==> src/rtl/seh_pkg.sv <==
// Package with constants and types for the serial link error handler.
package seh_pkg;

  // Link modes.
  typedef enum logic [1:0] {
    SEH_STANDBY = 2'b00,
    SEH_COMM    = 2'b01,
    SEH_ERROR   = 2'b10
  } seh_mode_t;

  // Status register placement and layout.
  localparam logic [15:0] ERR_STATUS_ADDR = 16'h0219;
  localparam int          ERR_W           = 7;
  localparam int          BIT_FRAMING     = 0;
  localparam int          BIT_HEADER      = 1;
  localparam int          BIT_RW_PARITY   = 2;
  localparam int          BIT_LEN_PARITY  = 3;
  localparam int          BIT_CHECKSUM    = 4;
  localparam int          BIT_TIMEOUT     = 5;
  localparam int          BIT_RW_DATA     = 6;
  localparam logic [6:0]  ERR_RESET       = 7'h00;
  localparam logic [7:0]  SINGLE_LEN      = 8'h01;
  localparam logic        LINE_IDLE       = 1'b1;

  // Timing: one field time and the clock period, both in ns.
  localparam int CLK_PERIOD_NS  = 20;
  localparam int FIELD_TIME_NS  = 20000;
  localparam int FIELD_CYC_DEF  = FIELD_TIME_NS / CLK_PERIOD_NS;
  localparam int TIMEOUT_FIELDS = 3;
  localparam int IDLE_FIELDS    = 4;

  // Error events reported by the frame decoder, one-cycle pulses.
  typedef struct packed {
    logic rw_data;
    logic checksum;
    logic len_parity;
    logic rw_parity;
    logic header;
    logic framing;
  } seh_err_t;

  // Register read request seen on the link.
  typedef struct packed {
    logic        stb;
    logic [15:0] addr;
    logic [7:0]  len;
  } seh_rd_t;

endpackage : seh_pkg

==> src/rtl/seh_error_handler.sv <==
// Error status, mode control and data keep/drop decisions for the serial link.
`timescale 1ns/1ns
`default_nettype none
module seh_error_handler
  import seh_pkg::*;
#(
  parameter int FIELD_CYCLES = FIELD_CYC_DEF,
  parameter int CNT_W        = 16
) (
  input  wire logic       CORE_CLK_I,
  input  wire logic       RST_N_I,
  input  wire logic       LINE_I,
  input  wire logic       START_I,
  input  wire logic       FIELD_DONE_I,
  input  wire logic       END_I,
  input  wire logic       WRITE_MODE_I,
  input  wire logic       BLOCK_OK_I,
  input  wire seh_err_t   ERR_EV_I,
  input  wire seh_rd_t    RD_I,
  output logic [1:0]      MODE_O,
  output logic [6:0]      ERR_STATUS_O,
  output logic [7:0]      RD_DATA_O,
  output logic            COMMIT_O,
  output logic            DISCARD_O,
  output logic            IGNORE_O
);

  localparam logic [CNT_W-1:0] TIMEOUT_CYC = CNT_W'(TIMEOUT_FIELDS * FIELD_CYCLES + 1);
  localparam logic [CNT_W-1:0] IDLE_CYC    = CNT_W'(IDLE_FIELDS * FIELD_CYCLES + 1);
  localparam logic [CNT_W-1:0] CNT_ONE     = CNT_W'(1);

  // Whole state of the block in one record.
  typedef struct packed {
    logic             line_s1;
    logic             line_s2;
    seh_mode_t        mode;
    logic [CNT_W-1:0] cnt;
    logic [6:0]       flags;
    logic [7:0]       rd_data;
    logic             commit;
    logic             discard;
    logic             ignore;
  } seh_state_t;

  seh_state_t st_q;
  seh_state_t st_d;
  logic [6:0] set_v;
  logic       clr;
  logic       fatal;

  ////////////////////////////////////////////////////////////////////////////
  // Next-state logic.
  ////////////////////////////////////////////////////////////////////////////

  // Errors are only taken outside error mode; in error mode the decoder is deaf.
  always_comb begin
    st_d         = st_q;
    st_d.line_s1 = LINE_I;
    st_d.line_s2 = st_q.line_s1;
    st_d.commit  = 1'b0;
    st_d.discard = 1'b0;
    st_d.ignore  = 1'b0;
    set_v        = '0;
    fatal        = 1'b0;
    clr          = RD_I.stb && RD_I.addr == ERR_STATUS_ADDR && RD_I.len == SINGLE_LEN;
    if (st_q.mode != SEH_ERROR) begin
      set_v[BIT_FRAMING]    = ERR_EV_I.framing;
      set_v[BIT_HEADER]     = ERR_EV_I.header;
      set_v[BIT_RW_PARITY]  = ERR_EV_I.rw_parity;
      set_v[BIT_LEN_PARITY] = ERR_EV_I.len_parity;
      set_v[BIT_CHECKSUM]   = ERR_EV_I.checksum && WRITE_MODE_I;
      set_v[BIT_RW_DATA]    = ERR_EV_I.rw_data;
      fatal = |set_v[BIT_CHECKSUM:BIT_FRAMING];
    end
    // Read data is latched before the clear so a clearing read still sees the flags.
    if (RD_I.stb && RD_I.addr == ERR_STATUS_ADDR) begin
      st_d.rd_data = {1'b0, st_q.flags};
    end
    case (st_q.mode)
      SEH_STANDBY: begin
        st_d.cnt = '0;
        if (fatal) begin
          st_d.mode = SEH_ERROR;
        end else if (START_I) begin
          st_d.mode = SEH_COMM;
        end
      end
      SEH_COMM: begin
        st_d.cnt = (FIELD_DONE_I || START_I) ? '0 : st_q.cnt + CNT_ONE;
        if (st_q.cnt >= TIMEOUT_CYC) begin
          // Good blocks were committed on their own; only the open one is dropped.
          set_v[BIT_TIMEOUT] = 1'b1;
          st_d.mode    = SEH_STANDBY;
          st_d.discard = 1'b1;
          st_d.cnt     = '0;
        end else if (fatal) begin
          st_d.mode    = SEH_ERROR;
          st_d.discard = WRITE_MODE_I;
          st_d.cnt     = '0;
        end else if (set_v[BIT_RW_DATA]) begin
          st_d.ignore  = 1'b1;
          st_d.discard = WRITE_MODE_I;
        end else begin
          st_d.commit = BLOCK_OK_I && WRITE_MODE_I;
          if (END_I) begin
            st_d.mode = SEH_STANDBY;
          end
        end
      end
      SEH_ERROR: begin
        // Any low on the line restarts the idle interval; flags are not looked at.
        st_d.cnt = (st_q.line_s2 == LINE_IDLE) ? st_q.cnt + CNT_ONE : '0;
        if (st_q.cnt >= IDLE_CYC) begin
          st_d.mode = SEH_STANDBY;
          st_d.cnt  = '0;
        end
      end
      default: begin
        st_d.mode = SEH_STANDBY;
        st_d.cnt  = '0;
      end
    endcase
    // A new error wins over a clearing read in the same cycle.
    st_d.flags = (clr ? ERR_RESET : st_q.flags) | set_v;
  end

  ////////////////////////////////////////////////////////////////////////////
  // State register.
  ////////////////////////////////////////////////////////////////////////////

  // Synchronous reset; flags hold through every mode change until a single-byte read.
  always_ff @(posedge CORE_CLK_I) begin
    if (!RST_N_I) begin
      st_q.line_s1 <= LINE_IDLE;
      st_q.line_s2 <= LINE_IDLE;
      st_q.mode    <= SEH_STANDBY;
      st_q.cnt     <= '0;
      st_q.flags   <= ERR_RESET;
      st_q.rd_data <= '0;
      st_q.commit  <= 1'b0;
      st_q.discard <= 1'b0;
      st_q.ignore  <= 1'b0;
    end else begin
      st_q <= st_d;
    end
  end

  // Outputs come straight from the state record.
  assign MODE_O       = st_q.mode;
  assign ERR_STATUS_O = st_q.flags;
  assign RD_DATA_O    = st_q.rd_data;
  assign COMMIT_O     = st_q.commit;
  assign DISCARD_O    = st_q.discard;
  assign IGNORE_O     = st_q.ignore;

  ////////////////////////////////////////////////////////////////////////////
  // Assertions.
  ////////////////////////////////////////////////////////////////////////////

  a_chk_to_error: assert property (@(posedge CORE_CLK_I) disable iff (!RST_N_I)
    (st_q.mode == SEH_COMM && st_q.cnt < TIMEOUT_CYC && ERR_EV_I.checksum && WRITE_MODE_I)
    |=> (st_q.mode == SEH_ERROR && st_q.flags[BIT_CHECKSUM] && DISCARD_O && !COMMIT_O))
    else $error("checksum error did not reach error mode");

  a_timeout_standby: assert property (@(posedge CORE_CLK_I) disable iff (!RST_N_I)
    (st_q.mode == SEH_COMM && st_q.cnt >= TIMEOUT_CYC)
    |=> (st_q.mode == SEH_STANDBY && st_q.flags[BIT_TIMEOUT]))
    else $error("timeout did not flag and drop to standby");

  a_idle_recover: assert property (@(posedge CORE_CLK_I) disable iff (!RST_N_I)
    (st_q.mode == SEH_ERROR && st_q.cnt >= IDLE_CYC) |=> st_q.mode == SEH_STANDBY)
    else $error("error mode did not recover after idle line");

  // The last counted cycle leaves error mode even if the line drops in it.
  a_low_restarts: assert property (@(posedge CORE_CLK_I) disable iff (!RST_N_I)
    (st_q.mode == SEH_ERROR && st_q.cnt < IDLE_CYC && st_q.line_s2 != LINE_IDLE)
    |=> (st_q.cnt == '0 && st_q.mode == SEH_ERROR))
    else $error("low line did not restart idle interval");

  a_single_clear: assert property (@(posedge CORE_CLK_I) disable iff (!RST_N_I)
    (clr && set_v == '0) |=> (st_q.flags == ERR_RESET && RD_DATA_O == {1'b0, $past(st_q.flags)}))
    else $error("single byte read did not return then clear");

  a_multi_keep: assert property (@(posedge CORE_CLK_I) disable iff (!RST_N_I)
    (!clr) |=> ((st_q.flags & $past(st_q.flags)) == $past(st_q.flags)))
    else $error("flags lost without a single byte read");

  a_set_wins: assert property (@(posedge CORE_CLK_I) disable iff (!RST_N_I)
    (st_q.mode != SEH_ERROR && ERR_EV_I.framing) |=> st_q.flags[BIT_FRAMING])
    else $error("framing event lost");

  a_data_err_stay: assert property (@(posedge CORE_CLK_I) disable iff (!RST_N_I)
    (st_q.mode == SEH_COMM && st_q.cnt < TIMEOUT_CYC && ERR_EV_I.rw_data && !fatal)
    |=> (st_q.mode == SEH_COMM && IGNORE_O && st_q.flags[BIT_RW_DATA]))
    else $error("data error ended communication");

  a_commit_good: assert property (@(posedge CORE_CLK_I) disable iff (!RST_N_I)
    (st_q.mode == SEH_COMM && st_q.cnt < TIMEOUT_CYC && BLOCK_OK_I && WRITE_MODE_I && set_v == '0)
    |=> COMMIT_O ##1 (!COMMIT_O || $past(BLOCK_OK_I)))
    else $error("good block not committed");

  a_read_no_chk: assert property (@(posedge CORE_CLK_I) disable iff (!RST_N_I)
    (ERR_EV_I.checksum && !WRITE_MODE_I && !st_q.flags[BIT_CHECKSUM])
    |=> !st_q.flags[BIT_CHECKSUM])
    else $error("checksum flagged outside a write");

  a_timeout_drop: assert property (@(posedge CORE_CLK_I) disable iff (!RST_N_I)
    (st_q.mode == SEH_COMM && st_q.cnt >= TIMEOUT_CYC) |=> (DISCARD_O && !COMMIT_O))
    else $error("timeout did not drop the open block");

  a_standby_error: assert property (@(posedge CORE_CLK_I) disable iff (!RST_N_I)
    (st_q.mode == SEH_STANDBY && fatal) |=> st_q.mode == SEH_ERROR)
    else $error("error in standby did not enter error mode");

  // Error mode is deaf to events, so only a clearing read may touch the flags there.
  a_error_hold: assert property (@(posedge CORE_CLK_I) disable iff (!RST_N_I)
    (st_q.mode == SEH_ERROR && !clr) |=> st_q.flags == $past(st_q.flags))
    else $error("flags changed in error mode without a clearing read");

  a_multi_data: assert property (@(posedge CORE_CLK_I) disable iff (!RST_N_I)
    (RD_I.stb && RD_I.addr == ERR_STATUS_ADDR && RD_I.len != SINGLE_LEN)
    |=> (RD_DATA_O == {1'b0, $past(st_q.flags)}
         && (st_q.flags & $past(st_q.flags)) == $past(st_q.flags)))
    else $error("multi byte read lost or cleared the flags");

endmodule : seh_error_handler
`default_nettype wire

==> config.mk <==
export PLATFORM = sky130hd
export DESIGN_NAME = seh_error_handler
export DESIGN_NICKNAME = d
export VERILOG_FILES = /design/src/rtl/seh_pkg.sv /design/src/rtl/seh_error_handler.sv
export SDC_FILE = /design/constraint.sdc
export NUM_CORES = 1
export LEC_CHECK = 0
export BUFFER_PORTS_ARGS = -buffer_cell sky130_fd_sc_hd__buf_2
export CORE_UTILIZATION = 49
export CTS_CLUSTER_SIZE = 14
export DETAILED_ROUTE_END_ITERATION = 8
export GPL_ROUTABILITY_DRIVEN = 0
export PLACE_DENSITY_LB_ADDON = 0.12
export SYNTH_ARGS = -nofsm -noshare
export SYNTH_HDL_FRONTEND = slang
export SYNTH_SLANG_ARGS = --single-unit
==> constraint.sdc <==
create_clock -name CORE_CLK_I -period 2.1 [get_ports CORE_CLK_I]
set_input_delay 0.315 -clock CORE_CLK_I [delete_from_list [all_inputs] [get_ports CORE_CLK_I]]
set_output_delay 0.315 -clock CORE_CLK_I [all_outputs]
set_load 0.03 [all_outputs]
==> summary by stage <==
Timing
Counting I/O delays and the setup requirement, the final critical path takes 1.92 ns. The final setup violation count is 0. The count of final max-slew check failures is 0.

The peak clock frequency supported by timing is 0.520 GHz. The worst setup skew after layout is 0.0105 ns. The transition time at the pin with the least slew margin is 0.520 ns. The sum of negative setup slack is 0 ns.

Setup repair after global routing left no endpoint under its margin. In this run the tightest slew margin relative to its limit is 65.0%. The final critical path takes up 91.6% of the cycle. The final number of hold-violating endpoints came to 0.

Synth
The Yosys step of the flow raised 0 warnings. Summing the areas of all compound-gate instances in the mapped netlist gives 15.7% of the synthesized area. The post-synthesis instance area is 1750 um2. The synthesized netlist devotes 24.0% of its cell area to simple gates. Summing the areas of all xor and xnor instances in the mapped netlist gives 5.01% of the synthesized area. The fraction of synthesized area in multiplexers is 0%. The synthesized netlist devotes 2.15% of its cell area to adder and majority cells. The number of different library cells used by synthesis comes to 42.

In the synthesized netlist, the number of instances is 201. The biggest area contributor in the post-synthesis netlist is dfxtp_1. The dominant combinational cell family by area after synthesis is simple AND/OR/NAND/NOR gates. The top cell type by area accounts for 42.4% of the synthesized area. The flop and latch count out of synthesis is 37. A synthesized cell averages 8.69 um2. The proportion of synthesized chip area in sequential cells is 42.4%. Sorting the synthesized cells by area gives the leading types as dfxtp_1, buf_4, a21oi_1.

Die
The die covers 3810 um2. The initialized floorplan defines 21 standard-cell rows. The area of the core region is 3360 um2.

The die outline width is 61.7 um. In this run the count of I/O pins placed on the die edge is 59. The die is 61.7 um tall. For this configuration, the core starts out at a cell density of 51.9%.

Final layout
In the final layout, the share of cells above drive strength 1 is 29.8%. The number of inserted diodes is 0. The final layout contains 291 nets.

The sequential cells in the finished layout cover a total of 741 um2. After routing the design area is 2020 um2. The area occupied by multi-input gates is 837 um2. The number of inserted filler cells in the final layout is 339. The area growth from synthesis to layout is 15.4%.

Setup path
Along the worst path, the maximum fanout reaches 5. STA classifies the critical path startpoint as a flip-flop. The worst setup path category is flip-flop to flip-flop. Data arrives at the worst endpoint at 2.16 ns. STA classifies the critical path endpoint as a flip-flop. The required arrival time at the worst endpoint is 2.34 ns.

Placed design
The final HPWL from detailed placement is 2710 um. Once placement finished, the instance area stood at 1970 um2. Port buffering added 57 buffers.

GRT
The number of antenna violations at the first check in global routing came to 0. The pin count of the biggest net entering global routing is 13. The total overflow left after global routing is 0.

The number of global-route vias before repair was 1212. The first-pass GRT wire length is 5550 um. The aggregate global-route resource usage is 20.5%.

Drt
Summed over all layers, the routed wires come to 3550 um. The number of search-and-repair iterations in the first detailed-routing pass is 4. The final routed DRC violation total is 0.

After detailed routing, the average wire length per cell comes to 12.1 um. The remaining antenna violation count is 0. The average via count per standard cell is 5.18. The count of vias placed by the detailed router is 1524.

The iteration-0 DRC count of the detailed router is 83.

Pwr
The final total power is 1.20 mW. For this design the ratio of total power to cell area is 594 nW/um2. IR analysis of the VDD net gives a maximum drop of 0.459 mV. The leakage power of the design is 0.805 nW.

Clock network
The later pin in the worst-skew pair is clocked with a latency of 0.33 ns. The cell at the root of the clock tree is clkbuf_4. The hold buffer count at CTS is 0. The number of sinks on the clock net is 37. The number of H-tree levels is 2. The clock passes through at most 2 buffers.

Buffers added to address setup during post-CTS repair amount to 0. The number of buffers created by CTS is 5. The post-CTS resize count is 0. TritonCTS built the clock tree. After clock tree synthesis, the clock-pin slew on the worst setup and hold paths is 0.10 ns.

Run status
The run finished with clean final reports.

Hold path
The classification of the worst-slack hold path is input port to flip-flop.

Run
Max-cap violations in this run came to 0.
-- synth_stat cells --
| master | number |
|---|---|
| buf_6 | 1 |
| buf_2 | 3 |
| and4_1 | 1 |
| o211ai_1 | 1 |
| o2111ai_1 | 1 |
| nor2b_1 | 2 |
| a21boi_0 | 1 |
| nand3_1 | 17 |
| xor2_1 | 3 |
| inv_1 | 3 |
| nand4_1 | 3 |
| clkbuf_1 | 3 |
| buf_1 | 1 |
| dfxtp_1 | 37 |
| nand4bb_1 | 1 |
| nand2_1 | 16 |
| o21ai_0 | 15 |
| or4_4 | 2 |
| o21a_1 | 1 |
| conb_1 | 1 |
| buf_4 | 17 |
| nor3_1 | 7 |
| nand3b_1 | 1 |
| o211a_1 | 1 |
| xnor2_1 | 7 |
| ha_1 | 3 |
| a211oi_1 | 1 |
| nor4b_1 | 1 |
| nand2b_1 | 3 |
| a21oi_2 | 1 |
| and3_1 | 1 |
| a21oi_1 | 21 |
| a2111oi_2 | 1 |
| nor4_1 | 5 |
| clkinv_1 | 1 |
| or3b_2 | 2 |
| o22ai_1 | 2 |
| o31a_1 | 1 |
| nor2_1 | 5 |
| and2_1 | 1 |
| nor3b_1 | 4 |
| nor4bb_1 | 2 |
-- state kept, by name, indices dropped and copies added (netlist names) --
register and flops:
MODE_O 2, ERR_STATUS_O 7, RD_DATA_O 7, st_q 17, IGNORE_O 1, DISCARD_O 1
COMMIT_O 1, st_d 1
-- power breakdown --
part | leakage (nW) | total [mW] | internal [mW] | switching (mW)
clock network | 0.0269 | 0.327 | 0.116 | 0.211
registers | 0.302 | 0.735 | 0.721 | 0.0138
logic | 0.476 | 0.135 | 0.0557 | 0.0793
total | 0.805 | 1.20 | 0.893 | 0.304
-- path summary, 6_finish.rpt --
| path | from | end | slack (ns) | cells after the start |
|---|---|---|---|---|
| setup / recovery | st_q[19] | COMMIT_O | 0.18 | 6 |
| hold / removal | LINE_I | st_d[36] | 0.16 | 2 |
| setup reg to reg | st_q[19] | COMMIT_O | 0.18 | 6 |
| hold reg to reg | st_d[36] | st_q[36] | 0.42 | 1 |
-- per-stage QoR --
stage,utilization (%),std cells,setup slack [ns],hold WS (ns)
after floorplan,-,205,0.343,0.386
after global placement,58.7,288,0.261,0.394
after detailed placement,58.7,288,0.207,0.406
after CTS,59.9,294,0.154,0.137
after global routing,59.9,294,0.0438,0.139
final,59.9,294,0.176,0.156
-- critical path, stage by stage (launching register included) --
cell	delay [ns]
dfxtp_1	0.36
inv_1	0.07
ha_1	0.20
or3b_2	0.48
a21oi_2	0.23
o21ai_0	0.16
nor4_1	0.33
-- layer usage --
| metal | GRT usage, % | wire (um) | up-vias |
|---|---|---|---|
| met5 | 0 | 0 | - |
| met4 | 7.62 | 34 | 0 |
| met3 | 5.59 | 243 | 4 |
| met2 | 30.9 | 1530 | 57 |
| met1 | 28.0 | 1730 | 674 |
| li1 | - | - | 789 |
-- layout make-up --
type,count,share of cell area (%)
inverter,4,0.745
tap,46,2.86
timing repair buffer,62,16.0
clock inverter,1,0.248
clock buffer,5,1.86
multi-input combinational,139,41.5
sequential,37,36.7
-- kinds of logic after synthesis --
group                    count (synthesis)
other                                    1
adder cells (fa/ha/maj)                  3
AO/OA/AOI/OAI                           47
AND/OR/NAND/NOR                         74
XOR/XNOR                                10
flip-flops                              37
buffers and inverters                   29
-- placed cells by master (no fill, tap or decap), types with 4 or more instances in the layout --
cell type  count
conb_1         5
nand2_1       16
nand3_1       17
a21oi_1       21
dfxtp_1       37
nor4_1         5
o21ai_0       15
nor3b_1        4
buf_4          5
xnor2_1        7
buf_2         57
clkbuf_4       5
nor3_1         7
nor2_1         5
Note: power is estimated with default switching activity, not from simulation.
